==> src/shared/fpec_defines.svh <==
// Constants of the flash program/erase control block.
// Assumes byte-wide serial transport and one system clock.
//
// Contract
// Set erase execution error if array erase fails or settings altered on return.
// Boot array selected by H'AA: erase fails, nothing erased.
// Key error flag cleared for key H'5A, set otherwise, before erasing.
// Block select error set when block number lies outside the array.
// Success/fail flag: 0 erase ended without error, 1 error occurred.
// Programming command is H'50, four address bytes, data, then checksum.
// Host aligns address so its lowest byte is H'00 or H'80.
// Host pads unused data positions with H'FF.
// Address H'FFFFFFFF ends programming; return to waiting for selection.
// Successful programming answers the single acknowledge byte H'06.
// Failed programming answers H'D0 then one error code byte.
// Codes: H'11 checksum, H'2A address outside array, H'53 write failure.
// Sum of all command bytes including checksum must be zero.
// Checksum or address error leaves flash contents untouched.
`ifndef FPEC_DEFINES_SVH
`define FPEC_DEFINES_SVH
// ----------------------------------------
// Serial protocol bytes
// ----------------------------------------
`define FPEC_CMD_PROG 8'h50
`define FPEC_RESP_ACK 8'h06
`define FPEC_RESP_ERR 8'hD0
`define FPEC_CODE_SUM 8'h11
`define FPEC_CODE_ADDR 8'h2A
`define FPEC_CODE_PROG 8'h53
`define FPEC_ALIGN_LO0 8'h00
`define FPEC_ALIGN_LO1 8'h80
`define FPEC_PAD_BYTE 8'hFF
`define FPEC_END_ADDR 32'hFFFFFFFF
`define FPEC_PROG_BYTES 128
`define FPEC_ADDR_BYTES 2'h3
// ----------------------------------------
// Erase checks
// ----------------------------------------
`define FPEC_KEY_OK 8'h5A
`define FPEC_SEL_BOOT 8'hAA
`define FPEC_NUM_BLOCKS 8
`endif

==> src/shared/fpec_pkg.sv <==
// Types shared by the flash program/erase control modules.
// Assumes fpec_defines.svh sits on the include path.
`include "fpec_defines.svh"
package fpec_pkg;
  // ----------------------------------------
  // Serial command handler state
  // ----------------------------------------
  typedef enum logic [2:0] {ST_CMD, ST_ADDR, ST_DATA, ST_SUM, ST_WRITE, ST_ACK, ST_ERR, ST_CODE} fpec_st_t;
  typedef struct packed {
    fpec_st_t st;
    logic [7:0] cnt;
    logic [31:0] addr;
    logic [7:0] sum;
    logic [7:0] code;
    logic wfail;
    logic tx_valid;
    logic [7:0] tx_data;
    logic prog_end;
    logic wr_valid;
    logic [31:0] wr_addr;
    logic [7:0] wr_data;
    logic [7:0] erase_block;
  } fpec_main_t;
  // ----------------------------------------
  // Erase checker state
  // ----------------------------------------
  typedef enum logic [1:0] {ER_IDLE, ER_RUN} fpec_er_st_t;
  typedef struct packed {
    fpec_er_st_t st;
    logic start;
    logic altered;
    logic exec_err;
    logic key_err;
    logic blk_err;
    logic success_fail;
  } fpec_erase_t;
endpackage : fpec_pkg

==> src/shared/fpec_erase_if.sv <==
// Erase request and result bundle between top and erase checker.
// Assumes both ends sit in the same clock domain.
`timescale 1ns/10ps
interface fpec_erase_if;
  logic req;
  logic [7:0] key;
  logic [7:0] block;
  logic [7:0] select;
  logic altered;
  logic start;
  logic done;
  logic fail;
  logic exec_err;
  logic key_err;
  logic blk_err;
  logic success_fail;
  logic busy;
  modport ctl (output req, key, block, select, altered, done, fail,
               input start, exec_err, key_err, blk_err, success_fail, busy);
  modport eng (input req, key, block, select, altered, done, fail,
               output start, exec_err, key_err, blk_err, success_fail, busy);
endinterface : fpec_erase_if

==> src/hdl/fpec_erase_check.sv <==
// Erase request checker: key, block range and array selection.
// Assumes the array reports completion with a done pulse and fail level.
`timescale 1ns/10ps
`include "fpec_defines.svh"
module fpec_erase_check
  import fpec_pkg::*;
#(
  parameter int NUM_BLOCKS = `FPEC_NUM_BLOCKS
)(
  input wire logic i_ref_clk,
  input wire logic i_rst_n,
  fpec_erase_if.eng erase
);
  fpec_erase_t r, n;
  logic key_bad, blk_bad, boot_sel;

  // ----------------------------------------
  // Checks and sequencing
  // ----------------------------------------
  // Request checks, decoded continuously and latched only when a request is taken
  assign key_bad = (erase.key != `FPEC_KEY_OK);
  assign blk_bad = ({24'h000000, erase.block} >= 32'(NUM_BLOCKS));
  assign boot_sel = (erase.select == `FPEC_SEL_BOOT);

  always_comb
  begin
    n = r;
    n.start = 1'b0;
    unique case (r.st)
      ER_IDLE:
      begin
        if (erase.req)
        begin
          // key check first
          n.key_err = key_bad;
          // block range check
          n.blk_err = blk_bad;
          // boot array refused
          n.exec_err = boot_sel;
          n.altered = 1'b0;
          // any failure sets fail
          n.success_fail = key_bad | blk_bad | boot_sel;
          // Nothing starts unless every check passed
          if (!(key_bad | blk_bad | boot_sel))
          begin
            n.start = 1'b1;
            n.st = ER_RUN;
          end
        end
      end
      ER_RUN:
      begin
        // Setting changes seen at any time during the run stay recorded
        n.altered = r.altered | erase.altered;
        if (erase.done)
        begin
          // array failure or altered settings
          n.exec_err = erase.fail | r.altered | erase.altered;
          // outcome summary
          n.success_fail = erase.fail | r.altered | erase.altered;
          n.st = ER_IDLE;
        end
      end
    endcase
  end

  // Single state register
  always_ff @(posedge i_ref_clk)
  begin
    if (!i_rst_n)
      r <= '0;
    else
      r <= n;
  end

  assign erase.start = r.start;
  assign erase.exec_err = r.exec_err;
  assign erase.key_err = r.key_err;
  assign erase.blk_err = r.blk_err;
  assign erase.success_fail = r.success_fail;
  assign erase.busy = (r.st == ER_RUN);

  // ----------------------------------------
  // Checks on behaviour
  // ----------------------------------------
  key_flag_a: assert property (@(posedge i_ref_clk) disable iff (!i_rst_n)
    (r.st == ER_IDLE && erase.req) |=> (erase.key_err == (($past(erase.key)) != `FPEC_KEY_OK)))
    else $error("key check flag wrong");
  boot_no_start_a: assert property (@(posedge i_ref_clk) disable iff (!i_rst_n)
    (r.st == ER_IDLE && erase.req && boot_sel) |=> (!erase.start && erase.exec_err && erase.success_fail))
    else $error("boot array erase not refused");
  block_flag_a: assert property (@(posedge i_ref_clk) disable iff (!i_rst_n)
    (r.st == ER_IDLE && erase.req && blk_bad) |=> (erase.blk_err && !erase.busy))
    else $error("block range error missed");
  fail_sum_a: assert property (@(posedge i_ref_clk) disable iff (!i_rst_n)
    (r.st == ER_IDLE) |-> (erase.success_fail == (erase.exec_err | erase.key_err | erase.blk_err)))
    else $error("success flag disagrees with errors");
  exec_err_a: assert property (@(posedge i_ref_clk) disable iff (!i_rst_n)
    (erase.busy && erase.done && erase.fail) |=> (erase.exec_err && !erase.busy))
    else $error("erase failure not reported");
endmodule : fpec_erase_check

==> src/hdl/fpec_top.sv <==
// Flash program/erase control: boot-mode 128-byte programming command handler
// plus erase result reporting. Serial bytes arrive already deserialised.
// Assumes one clock, the write port accepts one byte per valid/ready beat.
`timescale 1ns/10ps
`include "fpec_defines.svh"
module fpec_top
  import fpec_pkg::*;
#(
  parameter int PROG_BYTES = `FPEC_PROG_BYTES,
  parameter int NUM_BLOCKS = `FPEC_NUM_BLOCKS
)(
  input wire logic i_ref_clk,
  input wire logic i_rst_n,
  input wire logic i_rx_valid,
  input wire logic [7:0] i_rx_data,
  output logic o_rx_ready,
  output logic o_tx_valid,
  output logic [7:0] o_tx_data,
  input wire logic i_tx_ready,
  input wire logic [31:0] i_array_base,
  input wire logic [31:0] i_array_size,
  output logic o_wr_valid,
  output logic [31:0] o_wr_addr,
  output logic [7:0] o_wr_data,
  input wire logic i_wr_ready,
  input wire logic i_wr_fail,
  output logic o_prog_end,
  input wire logic i_erase_req,
  input wire logic [7:0] i_flash_key,
  input wire logic [7:0] i_erase_block,
  input wire logic [7:0] i_array_select,
  input wire logic i_branch_altered,
  output logic o_erase_start,
  output logic [7:0] o_erase_block,
  input wire logic i_erase_done,
  input wire logic i_erase_fail,
  output logic o_erase_busy,
  output logic o_erase_exec_error,
  output logic o_key_check_error,
  output logic o_block_select_error,
  output logic o_success_fail_flag
);
  localparam logic [7:0] LAST = 8'(PROG_BYTES - 1);

  fpec_main_t r, n;
  logic [7:0] data_buf [PROG_BYTES];
  logic take;
  logic [7:0] total;
  logic [31:0] next_addr;
  logic [31:0] offset;
  logic addr_bad;
  logic beat;

  // ----------------------------------------
  // Erase checker
  // ----------------------------------------
  fpec_erase_if erase ();
  assign erase.req = i_erase_req;
  assign erase.key = i_flash_key;
  assign erase.block = i_erase_block;
  assign erase.select = i_array_select;
  assign erase.altered = i_branch_altered;
  assign erase.done = i_erase_done;
  assign erase.fail = i_erase_fail;

  fpec_erase_check #(.NUM_BLOCKS(NUM_BLOCKS)) u_erase (
    .i_ref_clk(i_ref_clk),
    .i_rst_n(i_rst_n),
    .erase(erase)
  );

  // Block number held from the last request seen while the checker is idle; start is a registered pulse
  assign o_erase_block = r.erase_block;
  assign o_erase_start = erase.start;
  assign o_erase_busy = erase.busy;
  assign o_erase_exec_error = erase.exec_err;
  assign o_key_check_error = erase.key_err;
  assign o_block_select_error = erase.blk_err;
  assign o_success_fail_flag = erase.success_fail;

  // ----------------------------------------
  // Receive side helpers
  // ----------------------------------------
  // Receiving stalls while writing or answering so no byte is lost
  assign o_rx_ready = (r.st == ST_CMD) || (r.st == ST_ADDR) || (r.st == ST_DATA) || (r.st == ST_SUM);
  assign take = i_rx_valid && o_rx_ready;
  assign total = r.sum + i_rx_data;
  assign next_addr = {r.addr[23:0], i_rx_data};
  assign offset = r.addr - i_array_base;
  // Misalignment is treated as an address error too
  assign addr_bad = (r.addr < i_array_base) || (offset > (i_array_size - 32'(PROG_BYTES)))
                    || ((r.addr[7:0] != `FPEC_ALIGN_LO0) && (r.addr[7:0] != `FPEC_ALIGN_LO1));
  assign beat = r.wr_valid && i_wr_ready;

  // ----------------------------------------
  // Command sequencer
  // ----------------------------------------
  always_comb
  begin
    n = r;
    n.prog_end = 1'b0;
    // Block number kept for every request made while the checker is not busy, accepted or not
    if (i_erase_req && !erase.busy)
      n.erase_block = i_erase_block;
    unique case (r.st)
      ST_CMD:
      begin
        // only the programming code opens a command
        if (take && i_rx_data == `FPEC_CMD_PROG)
        begin
          n.st = ST_ADDR;
          n.cnt = 8'h00;
          n.sum = i_rx_data;
          n.addr = 32'h00000000;
        end
      end
      ST_ADDR:
      begin
        if (take)
        begin
          // address arrives most significant byte first
          n.addr = next_addr;
          n.sum = total;
          n.cnt = r.cnt + 8'h01;
          if (r.cnt[1:0] == `FPEC_ADDR_BYTES)
          begin
            n.cnt = 8'h00;
            // end code carries no data
            n.st = (next_addr == `FPEC_END_ADDR) ? ST_SUM : ST_DATA;
          end
        end
      end
      ST_DATA:
      begin
        if (take)
        begin
          n.sum = total;
          n.cnt = r.cnt + 8'h01;
          if (r.cnt == LAST)
          begin
            n.cnt = 8'h00;
            n.st = ST_SUM;
          end
        end
      end
      ST_SUM:
      begin
        if (take)
        begin
          // whole command must sum to zero
          if (total != 8'h00)
          begin
            // checksum code
            n.code = `FPEC_CODE_SUM;
            n.st = ST_ERR;
            n.tx_valid = 1'b1;
            n.tx_data = `FPEC_RESP_ERR;
          end
          // end of array programming
          else if (r.addr == `FPEC_END_ADDR)
          begin
            n.prog_end = 1'b1;
            n.st = ST_CMD;
          end
          // no write on address error
          else if (addr_bad)
          begin
            n.code = `FPEC_CODE_ADDR;
            n.st = ST_ERR;
            n.tx_valid = 1'b1;
            n.tx_data = `FPEC_RESP_ERR;
          end
          else
          begin
            n.st = ST_WRITE;
            n.wfail = 1'b0;
            n.wr_valid = 1'b1;
            n.wr_addr = r.addr;
            n.wr_data = data_buf[0];
          end
        end
      end
      ST_WRITE:
      begin
        if (beat)
        begin
          n.wfail = r.wfail | i_wr_fail;
          n.cnt = r.cnt + 8'h01;
          n.wr_addr = r.wr_addr + 32'h00000001;
          n.wr_data = data_buf[7'(r.cnt + 8'h01)];
          if (r.cnt == LAST)
          begin
            n.wr_valid = 1'b0;
            n.cnt = 8'h00;
            n.tx_valid = 1'b1;
            // acknowledge only a clean write
            n.st = (r.wfail | i_wr_fail) ? ST_ERR : ST_ACK;
            n.tx_data = (r.wfail | i_wr_fail) ? `FPEC_RESP_ERR : `FPEC_RESP_ACK;
            // write failure code
            n.code = `FPEC_CODE_PROG;
          end
        end
      end
      ST_ACK:
      begin
        if (i_tx_ready)
        begin
          n.tx_valid = 1'b0;
          n.st = ST_CMD;
        end
      end
      ST_ERR:
      begin
        // error byte then its code
        if (i_tx_ready)
        begin
          n.tx_data = r.code;
          n.st = ST_CODE;
        end
      end
      ST_CODE:
      begin
        if (i_tx_ready)
        begin
          n.tx_valid = 1'b0;
          n.st = ST_CMD;
        end
      end
    endcase
  end

  // Single state register
  always_ff @(posedge i_ref_clk)
  begin
    if (!i_rst_n)
      r <= '0;
    else
      r <= n;
  end

  // Command data held until the checksum clears it for writing
  always_ff @(posedge i_ref_clk)
  begin
    if (r.st == ST_DATA && take)
      data_buf[7'(r.cnt)] <= i_rx_data;
  end

  assign o_tx_valid = r.tx_valid;
  assign o_tx_data = r.tx_data;
  assign o_wr_valid = r.wr_valid;
  assign o_wr_addr = r.wr_addr;
  assign o_wr_data = r.wr_data;
  assign o_prog_end = r.prog_end;

  // ----------------------------------------
  // Checks on behaviour
  // ----------------------------------------
  cmd_open_a: assert property (@(posedge i_ref_clk) disable iff (!i_rst_n)
    (r.st == ST_CMD && take && i_rx_data == `FPEC_CMD_PROG) |=> (r.st == ST_ADDR && r.cnt == 8'h00))
    else $error("program code did not open a command");
  sum_error_a: assert property (@(posedge i_ref_clk) disable iff (!i_rst_n)
    (r.st == ST_SUM && take && total != 8'h00)
      |=> (r.st == ST_ERR && o_tx_valid && o_tx_data == `FPEC_RESP_ERR && r.code == `FPEC_CODE_SUM))
    else $error("checksum mismatch not reported");
  end_prog_a: assert property (@(posedge i_ref_clk) disable iff (!i_rst_n)
    (r.st == ST_SUM && take && total == 8'h00 && r.addr == `FPEC_END_ADDR)
      |=> (o_prog_end && r.st == ST_CMD && !o_wr_valid))
    else $error("end command mishandled");
  no_write_err_a: assert property (@(posedge i_ref_clk) disable iff (!i_rst_n)
    (r.st == ST_SUM && take && (total != 8'h00 || addr_bad)) |=> !o_wr_valid [*2])
    else $error("flash written after command error");
  ack_byte_a: assert property (@(posedge i_ref_clk) disable iff (!i_rst_n)
    (r.st == ST_ACK) |-> (o_tx_valid && o_tx_data == `FPEC_RESP_ACK && !r.wfail))
    else $error("acknowledge byte wrong");
  err_code_a: assert property (@(posedge i_ref_clk) disable iff (!i_rst_n)
    (r.st == ST_ERR && i_tx_ready) |=> (r.st == ST_CODE && o_tx_data == $past(r.code) && o_tx_valid))
    else $error("error code did not follow error byte");
  code_value_a: assert property (@(posedge i_ref_clk) disable iff (!i_rst_n)
    (r.st == ST_CODE) |-> (r.code inside {`FPEC_CODE_SUM, `FPEC_CODE_ADDR, `FPEC_CODE_PROG}))
    else $error("unknown error code");
endmodule : fpec_top

==> config.mk <==
export PLATFORM = sky130hd
export DESIGN_NAME = fpec_top
export DESIGN_NICKNAME = d
export VERILOG_FILES = /design/src/shared/fpec_pkg.sv /design/src/shared/fpec_erase_if.sv /design/src/hdl/fpec_erase_check.sv /design/src/hdl/fpec_top.sv
export VERILOG_INCLUDE_DIRS = /design/src /design/src/shared
export SDC_FILE = /design/constraint.sdc
export NUM_CORES = 2
export LEC_CHECK = 0
export ABC_AREA = 1
export BUFFER_PORTS_ARGS = -buffer_cell sky130_fd_sc_hd__clkbuf_2
export CELL_PAD_IN_SITES_DETAIL_PLACEMENT = 1
export CELL_PAD_IN_SITES_GLOBAL_PLACEMENT = 2
export CORE_MARGIN = 5
export CORE_UTILIZATION = 45
export CTS_CLUSTER_DIAMETER = 40
export DETAILED_ROUTE_END_ITERATION = 7
export HOLD_SLACK_MARGIN = 0.08
export PLACE_DENSITY_LB_ADDON = 0.1
export SLEW_MARGIN = 20
export SYNTH_ARGS = -nofsm -noshare
export SYNTH_HDL_FRONTEND = slang
export SYNTH_SLANG_ARGS = --single-unit
==> constraint.sdc <==
create_clock -name i_ref_clk -period 13.1 [get_ports i_ref_clk]
set_clock_uncertainty 0.1 [all_clocks]
set_input_delay 1.965 -clock i_ref_clk [delete_from_list [all_inputs] [get_ports i_ref_clk]]
set_output_delay 1.965 -clock i_ref_clk [all_outputs]
set_load 0.1 [all_outputs]
==> metrics.txt <==
CTS tree=built; P per Cell Area=approximately 150 nW/µm²; Nets=5009; Final Hold Fails=0; initial DRC count=approximately 2700; Synth Cell Area=just over 50000 µm²; Die W=345 µm; post-cts resize count=0; area grow syn2layout=14.0%; Yosys reg bits=1145; Seq/Total Area, Yosys=0.655; switching part of the total=0.214; Critical Path Start Type=input port; Antenna Nets Post-Route=0; DIE AREA=119000 µm²; core area=approximately 110000 µm²; status=complete, no violations; Worst path slowest cell=clkinv_2; setup bufs post-CTS=0; gpl congestion=approximately 0.84; Relative slew margins=0.289; worst-path maximum fanout=44; CTS buffer count=around 160; Critical Path AT=around 7.3 ns; Worst Path Buf+Inv=3; detailed placement HPWL=95.8 mm; setup TNS=0 ns; PortBufs=approximately 170; vias in the first global route=between 30000 and 40000; clk slew on worst S/H paths=0.05 ns; syn avg cell area=10.6 µm²; Congestion Overflow GR=0; fin crit period=~6.7 ns; Synth top area share=0.607; asr flop ratio synth=0; DRC=0; Hold Path Class=register to register; achievable frequency=roughly 150 MHz; DR pass1 iterations=6; num rows=around 120; sequential power share=0.466; Mapped Cells=roughly 4800; VDD IR-drop max=between 0.1 and 0.15 mV; max-cap viol count=0; clk root buf=clkbuf_16; clock latency on the worst-skew pair=approximately 0.74 ns; layout cells sized above 1=0.104; Setup WS pre-CTS=around 5.6 ns; Area contributors post-synth=edfxtp_1, nor2_1, o21ai_0, dfxtp_1, nand2_1; Final setup viols=0; top_reg_cell synth=edfxtp_1; Net Count, Synth=a little under 5000; fin util=0.515; Vias=36612; Static Leak=slightly above 0.02 µW; most common cell in the synthesized netlist=edfxtp_1; crit path kind=input port to register; final worst-path cycle share=0.515; Top Family by Delay on Critical Path=compound AO/OA/AOI/OAI gates; Routed WL=157 mm; Comb pwr share=0.033; largest net degree at the start of global routing=approximately 170; Crit path required time=roughly 14 ns; RSZ-0062 raised after global routing=false; Post-synth top cells=edfxtp_1, nor2_1, nand2_1; Critical Path, Cell by Cell=clkbuf_2 -> inv_1 -> ha_1 -> nand2_1 -> o21ai_0 -> a21oi_1 -> o21ai_0 -> a31oi_1 -> o21ai_0 -> a21oi_1 -> xnor2_1 -> ha_1 -> nand3_1 -> nand3b_1 -> nor3b_1 -> nand4_1 -> nand2_1 -> nand3_1 -> o21ai_2 -> nand2_4 -> clkinv_2 -> nand3_1 -> and2_1; CTS H-tree depth=4; initial core utilization=0.451; worst slew pin tran=~1.1 ns; EDFF count, synth=between 1000 and 1500; Vias/cell=5.67; number of diodes=0; Post-CTS Hold Fix Bufs=0; wire per inst=24.4 µm; internal power=6750 µW; Net Sw Power=roughly 1800 µW; clk buf depth=3; share of total power in the clock network=0.501; initial antenna violation count=1; Slew Viols, Final=0; die height=about 350 µm; wire length of the first global-routing pass=around 240 mm; Ports=about 170; Total Routing Usage GR=0.257; Crit. End Element=register; final worst slack=6.35 ns; cell taking the most area after synthesis=edfxtp_1; CTS Sinks=roughly 1100; Synth cell types=51; Final Total Pwr=roughly 8600 µW; Crit path largest cell delay=between 0.5 and 0.6 ns; Synthesis Warnings=0
[worst paths after layout]
path / from / to / slack [ns] / cells after the start
min reg2reg: r[59] / r[59] / 0.36 / 2
max: i_array_base[2] / o_wr_data[0] / 6.35 / 23
min: r[59] / r[59] / 0.36 / 2
max reg2reg: next_addr[10] / o_wr_data[0] / 7.35 / 21
[final cells by class]
cell class,count,area [µm²]
Clock buffer,189,4230
Sequential cell,1145,33200
Inverter,210,806
Tap cell,1500,1880
Multi-Input combinational cell,3086,15200
Fill cell,11888,54500
Clock inverter,100,1110
Timing Repair Buffer,226,1300
[kinds of logic (layout without fill, tap and decap cells)]
kind of cell / count (synthesis) / count (layout) / synth area share
AOI/OAI and AO/OA: 1127 / 1127 / 0.122
xor gates and xnor gates: 76 / 76 / 0.0133
adders and majority gates: 77 / 77 / 0.0193
buffers and inverters: 533 / 725 / 0.0450
DFF: 1145 / 1145 / 0.655
and+or+nand+nor: 1806 / 1806 / 0.145
[per-layer routing]
metal | global-route usage | wire length (µm) | vias up
met4 | 0.0739 | 4190 | 0
met1 | 0.350 | 69600 | 18397
met5 | 0 | 0 | -
met3 | 0.0334 | 7380 | 249
li1 | - | - | 17078
met2 | 0.435 | 76100 | 888
[power groups by stage]
stage / sequential, µW / combinational (µW) / clock [µW]
floorplan: 4070 / 145 / 0
global placement: 4070 / 283 / 0
detailed placement: 4070 / 289 / 0
CTS: 4000 / 290 / 4370
global route: 4000 / 319 / 4540
finish: 4000 / 288 / 4300
[worst min-delay path, stage by stage, from the launching register on]
cell and delay [ns]:
dfxtp_1 0.31, nand2_1 0.06, a21oi_1 0.05
[sequential cells by signal, summed over array words and instances (netlist names)]
name,count
r,32
u_erase.erase.blk_err,1
o_erase_block,8
u_erase.erase.success_fail,1
o_tx_data,7
o_prog_end,1
o_tx_valid,1
next_addr,24
o_wr_valid,1
u_erase.erase.exec_err,1
u_erase.r,2
data_buf,1024
o_wr_data,8
o_wr_addr,32
u_erase.erase.key_err,1
u_erase.erase.start,1
[cell usage in the layout, fill, tap and decap left out, types with 5 or more instances in the layout]
master      instances
a31oi_1             9
bufinv_16          19
o21ai_1            30
o22ai_1           232
or2_2               5
o21ai_0           605
clkbuf_2          163
a21oi_1           158
clkinvlp_4         11
clkinv_1           21
buf_4              62
nor2_1            857
xnor2_1            26
clkinv_2           26
nand3_1           218
nor2_2              5
inv_1             193
o211ai_1           33
clkbuf_8            5
inv_2               9
clkbuf_16         163
and2_1             10
ha_1               73
nand2_1           610
nand4_1            47
xor2_1             48
edfxtp_1         1024
clkinv_4           10
clkbuf_1           21
dfxtp_1           120
inv_6              15
nor4_1             15
o21a_1             10
nor3_1             27
a211oi_1           27
[metrics by stage]
stage / hold WS [ns] / cells / instance area [µm²]
after floorplan: 0.332 / 4764 / 50600
after global placement: 0.352 / 6167 / 52400
after detailed placement: 0.359 / 6167 / 52400
after CTS: 0.367 / 6456 / 57700
after global routing: 0.390 / 6456 / 57700
final: 0.365 / 6456 / 57700
Note: power is estimated with default switching activity, not from simulation.
